[src/include/ipa_regs.svh]
// Behaviour
// - a read of the pending-clear register returns one for each source that is pending now.
// - writing one to a pending-clear bit removes that source's pending state, unless its request line is high in that cycle.
// - writing zero to a pending-clear bit leaves that source's pending state as it was.
// - bit 15 is the direct memory access source and bit 14 the bridge driver source.
// - bits 13 and 12 are external interrupt inputs one and zero.
// - bits 11 and 10 are serial ports two and one, bits 9 and 8 sync channels two and one.
// - bits 7 down to 4 are capture/compare service requests three down to zero.
// - bit 3 is converter one, bit 2 measurement and converter two, bits 1 and 0 timers two and one.
// - the active-flag register is read-only and shows each source's active state per bit.
// - bits 31 to 16 of pending-clear and active-flag registers are reserved and read zero.
// - each priority byte stores only its upper four bits; the lower four read zero.
// - writing one to a pending-set bit makes that source pending, zero does nothing.
// - writing one to an enable-clear bit disables that source; reads show enable state.
`ifndef IPA_REGS_SVH
`define IPA_REGS_SVH

// ----------------------------------------
// register byte offsets
// ----------------------------------------
`define IPA_OFF_ENABLE_SET    12'h100
`define IPA_OFF_ENABLE_CLEAR  12'h180
`define IPA_OFF_PENDING_SET   12'h200
`define IPA_OFF_PENDING_CLEAR 12'h280
`define IPA_OFF_ACTIVE_FLAGS  12'h300
`define IPA_OFF_PRIO_FIRST    12'h400
`define IPA_OFF_PRIO_LAST     12'h40c
`define IPA_OFF_ACK           12'h500
`define IPA_OFF_EOI           12'h504
`define IPA_OFF_IRQ_STATUS    12'h600
`define IPA_OFF_IRQ_MASK      12'h604

// ----------------------------------------
// fields and reset values
// ----------------------------------------
`define IPA_NSRC        16
`define IPA_PRIO_KEEP   8'hf0
`define IPA_RESET_WORD  32'h0000_0000
`define IPA_EV_PEND     0
`define IPA_EV_ACK      1
`define IPA_NEV         2

// source bit positions
`define IPA_SRC_DMA_BIT             15
`define IPA_SRC_BRIDGE_DRIVER_BIT   14
`define IPA_SRC_EXT_INPUT1_BIT      13
`define IPA_SRC_EXT_INPUT0_BIT      12
`define IPA_SRC_SERIAL_PORT2_BIT    11
`define IPA_SRC_SERIAL_PORT1_BIT    10
`define IPA_SRC_SYNC_CHANNEL2_BIT   9
`define IPA_SRC_SYNC_CHANNEL1_BIT   8
`define IPA_SRC_CAPCOMP_REQ3_BIT    7
`define IPA_SRC_CAPCOMP_REQ0_BIT    4
`define IPA_SRC_CONVERTER1_BIT      3
`define IPA_SRC_CONVERTER2_BIT      2
`define IPA_SRC_TIMER_BLOCK2_BIT    1
`define IPA_SRC_TIMER_BLOCK1_BIT    0

`endif

[src/include/ipa_pkg.sv]
package ipa_pkg;
   typedef enum logic [1:0] {
      IPA_IDLE,
      IPA_ANSWER
   } ipa_bus_state_t;
   typedef logic [15:0] ipa_src_vec_t;
endpackage

[src/design/ipa_src_cell.sv]
`timescale 1ns/1ps
`include "ipa_regs.svh"

module ipa_src_cell (
   // clock and reset
   input wire logic clk,
   input wire logic rst_n,
   // source request
   input wire logic req,
   // software strokes
   input wire logic set_en,
   input wire logic clr_en,
   input wire logic set_pend,
   input wire logic clr_pend,
   input wire logic ack,
   input wire logic eoi,
   // state
   output logic enabled,
   output logic pending,
   output logic active
);
   logic en_q, en_d, pend_q, pend_d, act_q, act_d;

   always_comb begin
      en_d = en_q;
      if (clr_en) begin
         en_d = 1'b0;
      end else if (set_en) begin
         en_d = 1'b1;
      end
      pend_d = pend_q;
      if (clr_pend || ack) begin
         pend_d = 1'b0;
      end
      if (set_pend || req) begin
         pend_d = 1'b1;
      end
      act_d = act_q;
      if (eoi) begin
         act_d = 1'b0;
      end
      if (ack) begin
         act_d = 1'b1;
      end
   end

   always_ff @(posedge clk) begin
      if (!rst_n) begin
         en_q <= 1'b0;
         pend_q <= 1'b0;
         act_q <= 1'b0;
      end else begin
         en_q <= en_d;
         pend_q <= pend_d;
         act_q <= act_d;
      end
   end

   assign enabled = en_q;
   assign pending = pend_q;
   assign active = act_q;
endmodule

[src/design/ipa_ctrl.sv]
`timescale 1ns/1ps
`include "ipa_regs.svh"

module ipa_ctrl #(
   parameter int NSRC = `IPA_NSRC
) (
   // clock and reset
   input wire logic clk,
   input wire logic rst_n,
   // avalon-mm slave
   input wire logic [11:0] address,
   input wire logic read,
   input wire logic write,
   input wire logic [31:0] writedata,
   input wire logic [3:0] byteenable,
   output logic [31:0] readdata,
   output logic waitrequest,
   output logic [1:0] response,
   // peripheral requests
   input wire logic [NSRC-1:0] src_req,
   // core side
   output logic [NSRC-1:0] irq_pending_en,
   output logic irq
);
   // the bit map is fixed, so no other source count can be served
   generate
      if (NSRC != `IPA_NSRC) begin : g_bad_nsrc
         $error("ipa_ctrl: only sixteen sources are mapped");
      end
   endgenerate

   // ----------------------------------------
   // bus handshake
   // ----------------------------------------
   // one wait cycle: the request is taken when waitrequest is low
   ipa_pkg::ipa_bus_state_t st_q, st_d;
   logic take, seen;

   always_comb begin
      st_d = ipa_pkg::IPA_IDLE;
      case (st_q)
         ipa_pkg::IPA_IDLE: begin
            if (read || write) begin
               st_d = ipa_pkg::IPA_ANSWER;
            end
         end
         ipa_pkg::IPA_ANSWER: st_d = ipa_pkg::IPA_IDLE;
         default: st_d = ipa_pkg::IPA_IDLE;
      endcase
   end

   assign waitrequest = (read || write) && (st_q != ipa_pkg::IPA_ANSWER);
   assign take = (st_q == ipa_pkg::IPA_ANSWER) && (read || write);
   assign seen = (st_q == ipa_pkg::IPA_IDLE) && (read || write);

   function automatic logic hit(input logic [11:0] a, input logic [11:0] off);
      hit = (a == off);
   endfunction

   function automatic logic mapped(input logic [11:0] a);
      mapped = hit(a, `IPA_OFF_ENABLE_SET) || hit(a, `IPA_OFF_ENABLE_CLEAR)
         || hit(a, `IPA_OFF_PENDING_SET) || hit(a, `IPA_OFF_PENDING_CLEAR)
         || hit(a, `IPA_OFF_ACTIVE_FLAGS) || hit(a, `IPA_OFF_ACK)
         || hit(a, `IPA_OFF_EOI) || hit(a, `IPA_OFF_IRQ_STATUS)
         || hit(a, `IPA_OFF_IRQ_MASK)
         || (a >= `IPA_OFF_PRIO_FIRST && a <= `IPA_OFF_PRIO_LAST && a[1:0] == 2'b00);
   endfunction

   logic wr, wr_lo, wr_hi;
   logic [15:0] wlo;
   assign wr = take && write;
   assign wr_lo = wr && byteenable[0];
   assign wr_hi = wr && byteenable[1];
   // lanes gated per byte so a partial write only touches its own lane
   assign wlo = {wr_hi ? writedata[15:8] : 8'h00, wr_lo ? writedata[7:0] : 8'h00};

   // ----------------------------------------
   // per-source state
   // ----------------------------------------
   // bit index equals source
   logic [NSRC-1:0] en_v, pend_v, act_v, ack_v, eoi_v;
   genvar g;
   generate
      for (g = 0; g < NSRC; g++) begin : g_src
         ipa_src_cell u_cell (
            .clk(clk),
            .rst_n(rst_n),
            .req(src_req[g]),
            .set_en(hit(address, `IPA_OFF_ENABLE_SET) && wlo[g]),
            .clr_en(hit(address, `IPA_OFF_ENABLE_CLEAR) && wlo[g]),
            .set_pend(hit(address, `IPA_OFF_PENDING_SET) && wlo[g]),
            .clr_pend(hit(address, `IPA_OFF_PENDING_CLEAR) && wlo[g]),
            .ack(ack_v[g]),
            .eoi(eoi_v[g]),
            .enabled(en_v[g]),
            .pending(pend_v[g]),
            .active(act_v[g])
         );
         assign ack_v[g] = hit(address, `IPA_OFF_ACK) && wlo[g] && pend_v[g];
         assign eoi_v[g] = hit(address, `IPA_OFF_EOI) && wlo[g];
      end
   endgenerate

   assign irq_pending_en = pend_v & en_v;

   // ----------------------------------------
   // priority bytes
   // ----------------------------------------
   logic [31:0] prio_q [4], prio_d [4];
   always_comb begin
      for (int i = 0; i < 4; i++) begin
         prio_d[i] = prio_q[i];
         if (wr && address == `IPA_OFF_PRIO_FIRST + 12'(i * 4)) begin
            for (int b = 0; b < 4; b++) begin
               if (byteenable[b]) begin
                  prio_d[i][b*8 +: 8] = writedata[b*8 +: 8] & `IPA_PRIO_KEEP;
               end
            end
         end
      end
   end

   // ----------------------------------------
   // interrupt status and mask
   // ----------------------------------------
   logic [`IPA_NEV-1:0] sts_q, sts_d, msk_q, msk_d, ev;
   assign ev[`IPA_EV_PEND] = |(src_req & ~pend_v);
   assign ev[`IPA_EV_ACK] = |ack_v;

   always_comb begin
      msk_d = msk_q;
      sts_d = sts_q;
      if (hit(address, `IPA_OFF_IRQ_MASK) && wr_lo) begin
         msk_d = writedata[`IPA_NEV-1:0];
      end
      if (hit(address, `IPA_OFF_IRQ_STATUS) && wr_lo) begin
         sts_d = sts_d & ~writedata[`IPA_NEV-1:0];
      end
      // new events win over a clear in the same cycle
      sts_d = sts_d | ev;
   end

   // ----------------------------------------
   // read data
   // ----------------------------------------
   logic [31:0] rd_d, rd_q;
   logic [1:0] rsp_d, rsp_q;
   always_comb begin
      rd_d = `IPA_RESET_WORD;
      rsp_d = 2'b00;
      if (seen && !mapped(address)) begin
         rsp_d = 2'b11;
      end
      if (seen && read) begin
         if (hit(address, `IPA_OFF_ENABLE_SET) || hit(address, `IPA_OFF_ENABLE_CLEAR)) begin
            rd_d = {16'h0000, en_v};
         end else if (hit(address, `IPA_OFF_PENDING_SET)
               || hit(address, `IPA_OFF_PENDING_CLEAR)) begin
            rd_d = {16'h0000, pend_v};
         end else if (hit(address, `IPA_OFF_ACTIVE_FLAGS)) begin
            rd_d = {16'h0000, act_v};
         end else if (hit(address, `IPA_OFF_IRQ_STATUS)) begin
            rd_d = {30'h0, sts_q};
         end else if (hit(address, `IPA_OFF_IRQ_MASK)) begin
            rd_d = {30'h0, msk_q};
         end else if (address >= `IPA_OFF_PRIO_FIRST && address <= `IPA_OFF_PRIO_LAST) begin
            rd_d = prio_q[address[3:2]];
         end
      end
   end

   // sampled as the request is seen, so it stands in the answer cycle only;
   // a source that pends during that cycle shows on the next read
   assign readdata = rd_q;
   assign response = rsp_q;

   always_ff @(posedge clk) begin
      if (!rst_n) begin
         st_q <= ipa_pkg::IPA_IDLE;
         sts_q <= 2'h0;
         msk_q <= 2'h0;
         rd_q <= `IPA_RESET_WORD;
         rsp_q <= 2'h0;
         for (int i = 0; i < 4; i++) begin
            prio_q[i] <= `IPA_RESET_WORD;
         end
      end else begin
         st_q <= st_d;
         sts_q <= sts_d;
         msk_q <= msk_d;
         rd_q <= rd_d;
         rsp_q <= rsp_d;
         for (int i = 0; i < 4; i++) begin
            prio_q[i] <= prio_d[i];
         end
      end
   end

   assign irq = |(sts_q & msk_q);
endmodule

[config.mk]
export PLATFORM = sky130hd
export DESIGN_NAME = ipa_ctrl
export DESIGN_NICKNAME = d
export VERILOG_FILES = /design/src/include/ipa_pkg.sv /design/src/design/ipa_src_cell.sv /design/src/design/ipa_ctrl.sv
export VERILOG_INCLUDE_DIRS = /design/src /design/src/include
export SDC_FILE = /design/constraint.sdc
export NUM_CORES = 1
export LEC_CHECK = 0
export BUFFER_PORTS_ARGS = -buffer_cell sky130_fd_sc_hd__buf_2
export CAP_MARGIN = 20
export CORE_UTILIZATION = 56
export CTS_CLUSTER_SIZE = 14
export DETAILED_ROUTE_END_ITERATION = 7
export PLACE_DENSITY_LB_ADDON = 0.2
export SLEW_MARGIN = 5
export SYNTH_ARGS = -nofsm -noshare
export SYNTH_HDL_FRONTEND = slang
export SYNTH_SLANG_ARGS = --single-unit
[constraint.sdc]
create_clock -name clk -period 2.5 [get_ports clk]
set_clock_uncertainty 0.05 [all_clocks]
set_input_delay 0.25 -clock clk [delete_from_list [all_inputs] [get_ports clk]]
set_output_delay 0.25 -clock clk [all_outputs]
set_load 0.03 [all_outputs]
Yosys cells after proc, flatten, opt, wreduce, memory -nomap -nowiden
Memories as Yosys holds them, arrays and structs flattened. Cells that the tools add are included.

RAM bits: 128. Input bits: 68. Output and inout bits: 52. Bits in registers: 88. Memories: 1. Logic and storage cells: 487.

Memories: prio_q (depth 4, bits a word 32, read ports 1, clocked after memory_dff 0, write ports 4, RTL line ipa_ctrl.sv:109) `logic [31:0] prio_q [4], prio_d [4];`.

Multiplexer cells: 113. Equality and inequality tests: 47. Reductions and logical operators: 244. Bitwise logic cells: 26. Magnitude comparators: 2.

Operators with widths (count): 8-bit 2-to-1 mux (34); 1-bit logical AND (128); 32-bit 2-to-1 mux (4); 12-bit by 11-bit equality test with 1-bit output (second input constant) (8); 16-bit 2-to-1 mux (6); 1-bit 2-to-1 mux (67); 2-bit nonzero test (32); 3-bit AND reduction (16); 1-bit logical OR (43); 12-bit by 10-bit equality test with 1-bit output (second input constant) (3); 2-bit OR reduction (17); 16-bit bitwise AND (2); 2-bit inequality test (second input constant) (16); 16-bit OR reduction (2); 12-bit by 9-bit equality test with 1-bit output (second input constant) (2); 1-bit inequality test (second input constant) (16); 16-bit inverter (1); 1-bit bitwise OR (16); 12-bit by 11-bit >= comparator with 1-bit output (second input constant) (1); 12-bit by 11-bit <= comparator with 1-bit output (second input constant) (1); 8-bit OR reduction (1); 2-bit bitwise AND (2); 2-bit zero test (2); 2-bit 2-to-1 mux (2); 7 further kinds (10).

Depth between registers and ports, before layout
Depth after elaboration: 13. Depth in mapped cells: 7. Depth with buffers taken out: 4.

Hierarchy
From an unflattened synthesis, not the netlist that was laid out.

Cell total of the unflattened synthesis: 731. Area, all modules: 7205.7 µm².

By module, submodules not included: ipa_ctrl (sequential area each 2522.4 µm², cells each 587, instances 1, area each 5584.1 µm²); ipa_src_cell (sequential area each 60.1 µm², cells each 9, instances 16, area each 101.3 µm²).

Least setup slack after synthesis
Ideal clock, no wire load.

Path type: in2reg. Start: in address[11]. End: mem prio_q[0][20], enable pin. Required time: 2.088 ns. Path buffers: 1. Arrival: 1.674 ns. Slack: 0.414 ns. Library setup time: 0.362 ns. Stages: 4. Path through: nor4_1 buf_2 nand3_1 o21ai_0.

RTL lines: start, declared (RTL line ipa_ctrl.sv:11) `input wire logic [11:0] address,`; end, declared (RTL line ipa_ctrl.sv:109).

==> key figures <==
Critical path
  • CP max stage delay: a little under 0.6 ns
  • Crit path to: prio_q[1][14]
  • WS Path Type: register to register
  • CP max FO: 6
  • CP top delay family: compound AO/OA/AOI/OAI gates
  • Crit path DAT: 1.87 ns
  • Setup crit end kind: register
  • R2r startpoint: st_q[0]
  • CP cell instances: and2_1 > nand4_1 > o21ai_0
  • CP Depth: 3
  • Path depth of the worst reg2reg path: 3
  • Slowest CP cell: o21ai_0
  • Crit. Startpoint: st_q[0]
  • Req. time, crit path: ~2.5 ns
  • Reg2reg end: prio_q[1][14]
  • Bufs and invs on worst path: 0
  • Worst R2R Setup Slack: roughly 0.64 ns
  • Startpoint types: register

Synth
  • Yosys Warn Count: 0
  • Synth Instances: 664
  • Synth async-reset ratio: 0%
  • Post-synthesis sequential area ratio: 50.7%
  • Synth unique cells: 48
  • Mapped Area: roughly 6900 um^2
  • Main synth FF type: dfxtp_1
  • Yosys reg bits: about 140
  • Syn Area/Cell: around 10 um^2
  • EDFF count, synth: 64

Detailed routing
  • Final WL: 18500 um
  • Drc violations: 0
  • Via count: 6021
  • Initial drt markers: around 630
  • Via density: 6.35
  • Drt pass-1 iters: 6
  • DRT antenna net count: 0
  • Drt wl/cell: 19.5 um

Placed design
  • Post-Place Setup Slack: ~0.23 ns
  • DP Wirelength: around 13000 um
  • Placer Congestion: between 0.8 and 0.9
  • Dpl cells: just over 900
  • # port buffers: ~100

Status
  • Status: finished, final reports clean

Clock tree
  • Cts hold-fix bufs: 0
  • CTS Buf Count: 17
  • H-tree Lvls: 4
  • Post-CTS sizing: 0
  • TritonCTS clock tree: built
  • Setup Buffers After CTS: 0
  • Worst-Skew Late Latency: roughly 0.43 ns
  • Root Driver: clkbuf_16
  • Clk slew on worst S/H paths: 0.06 ns
  • Max Root-Sink Buffers: 2
  • Clock sinks: approximately 140

Timing
  • RSZ-0062 raised after global routing: no
  • Hold slack final: around 0.044 ns
  • Setup TNS: 0 ns
  • Fin. Hold Viols: 0
  • Slew Limit Headroom: a little over two fifths
  • Slew Viols, Final: 0
  • Final Worst Setup Slack: 0.640 ns
  • Min cycle time layout: between 1.5 and 2 ns
  • Worst slew pin tran: 0.844 ns
  • Final Setup Violations: 0
  • Achievable Freq: approximately 540 MHz
  • Final Cycle Share: between 70% and 80%

Die
  • Die width: 113 um
  • Top Ports: 120
  • Initial core utilization: a little under three fifths
  • Core area: approximately 12000 um^2
  • Row cnt: 40
  • Die area: 12700 um^2
  • Chip Height: between 100 and 150 um

Cells and area
  • Layout cells sized above 1: roughly 25%
  • ANT cells: 0
  • Layout area overhead: 20.5%
  • Layout Cells excl Fill: about 950
  • Nets: roughly 860

Flow run
  • Max cap viols: 0

Pwr
  • Leakage power figure: about 3.1 nW
  • Peak VDD IR: ~0.36 mV
  • PwrDens: roughly 660 nW/um^2

Global route
  • Number of global-route vias before repair: around 5700
  • Largest net degree at the start of global routing: 48
  • Global-route wire length before repair: roughly 30000 um
  • Grt total ovfl: 0
  • GRT Resource Usage Total: a little under a third
  • Initial antenna violation count: 0

Worst hold path
  • Hold WC Path Type: primary input to register
  • Hold_sp: src_req[5]
-- power by group --
part,switching [W],internal (W),total (W)
Combinational,0.000266,0.000163,0.000429
Clock,0.000946,0.00156,0.00250
Sequential,0.0000421,0.00248,0.00252
-- cell usage after synthesis, drive strengths merged, types with 2 or more instances --
master | count | area [um^2]
and3 | 3 | 18.8
buf | 22 | 150
o221ai | 8 | 70.1
clkbuf | 28 | 105
a311oi | 7 | 61.3
nand2 | 24 | 90.1
and2 | 82 | 513
nand4 | 14 | 87.6
o21ai | 44 | 220
edfxtp | 64 | 1920
a31oi | 10 | 62.6
a211oi | 6 | 45.0
mux4 | 16 | 360
or4 | 3 | 26.3
o31ai | 18 | 135
nor2 | 34 | 128
nor4bb | 3 | 30.0
o211ai | 35 | 263
a22oi | 11 | 82.6
o22a | 9 | 78.8
inv | 17 | 63.8
nor2b | 12 | 75.1
dfxtp | 78 | 1560
nand3 | 22 | 110
nor4 | 11 | 90.1
nand2b | 17 | 106
nor3 | 10 | 55.1
nor4b | 2 | 17.5
a22o | 3 | 26.3
o2111ai | 5 | 43.8
a21oi | 34 | 170
nor3b | 4 | 30.0
-- cell families (layout without fill, tap and decap cells) --
kind of cell	after synthesis	after routing	share of synthesized area, %
buffers and inverters	67	197	4.65
flip-flops	142	142	50.7
multiplexers	16	16	5.25
AO/OA/AOI/OAI	194	194	18.9
AND/OR/NAND/NOR	244	244	20.4
other	1	8	0.0546
-- routing by layer --
layer	global-route usage (%)	share of wire [%]	vias to the layer above
met4	13.5	2.8	0
met3	7.12	9.3	50
li1	-	-	2753
met5	0	0	-
met2	50.7	48	340
met1	38.8	40	2878
-- per-stage QoR --
stage	util (%)	cell area, um^2	power (W)
3_5_place_dp	64.2	7680	0.00299
6_report	69.2	8270	0.00545
3_3_place_gp	64.2	7680	0.00297
4_1_cts	69.2	8270	0.00547
5_1_grt	69.2	8270	0.00562
2_1_floorplan	-	6890	0.00280
-- how the worst min path moves through the flow --
stage / end / slack (ns) / cells after the start
2_1_floorplan: g_src[0].u_cell.active / 0.35 / 2
3_3_place_gp: g_src[14].u_cell.active / 0.43 / 2
3_5_place_dp: g_src[14].u_cell.active / 0.44 / 2
4_1_cts: g_src[5].u_cell.pending / 0.03 / 3
5_1_grt: g_src[10].u_cell.pending / 0.05 / 3
6_report: g_src[5].u_cell.pending / 0.04 / 3
-- worst reg2reg max path: stages (launching register included) --
cell,delay (ns)
dfxtp_1,0.39
and2_1,0.23
nand4_1,0.25
o21ai_0,0.58
-- flip-flops by register name, summed over array words and instances (netlist names) --
| name | count |
|---|---|
| readdata | 24 |
| g_src.u_cell.active | 16 |
| prio_q | 64 |
| st_q | 1 |
| sts_q | 2 |
| response | 1 |
| g_src.u_cell.enabled | 16 |
| g_src.u_cell.pending | 16 |
| msk_q | 2 |
-- placed cells by master, fill, tap and decap left out, types with 18 or more instances in the layout --
master	netlist	layout
a21oi_1	34	34
and2_1	82	82
buf_2	9	103
buf_4	9	45
dfxtp_1	78	78
edfxtp_1	64	64
nand2_1	24	24
nand3_1	22	22
nor2_1	34	34
o211ai_1	35	35
o21ai_0	36	36
o31ai_1	18	18
-- layout make-up --
class	instances	area, um^2
multi-input cells	462	3090
flip-flops and latches	142	3480
repair buffers	148	853
inverters	17	63.8
well taps	147	184
fillers	896	3690
clock buffers	21	480
clock inverters	11	114
No activity file was read; power rests on OpenSTA's default activity.
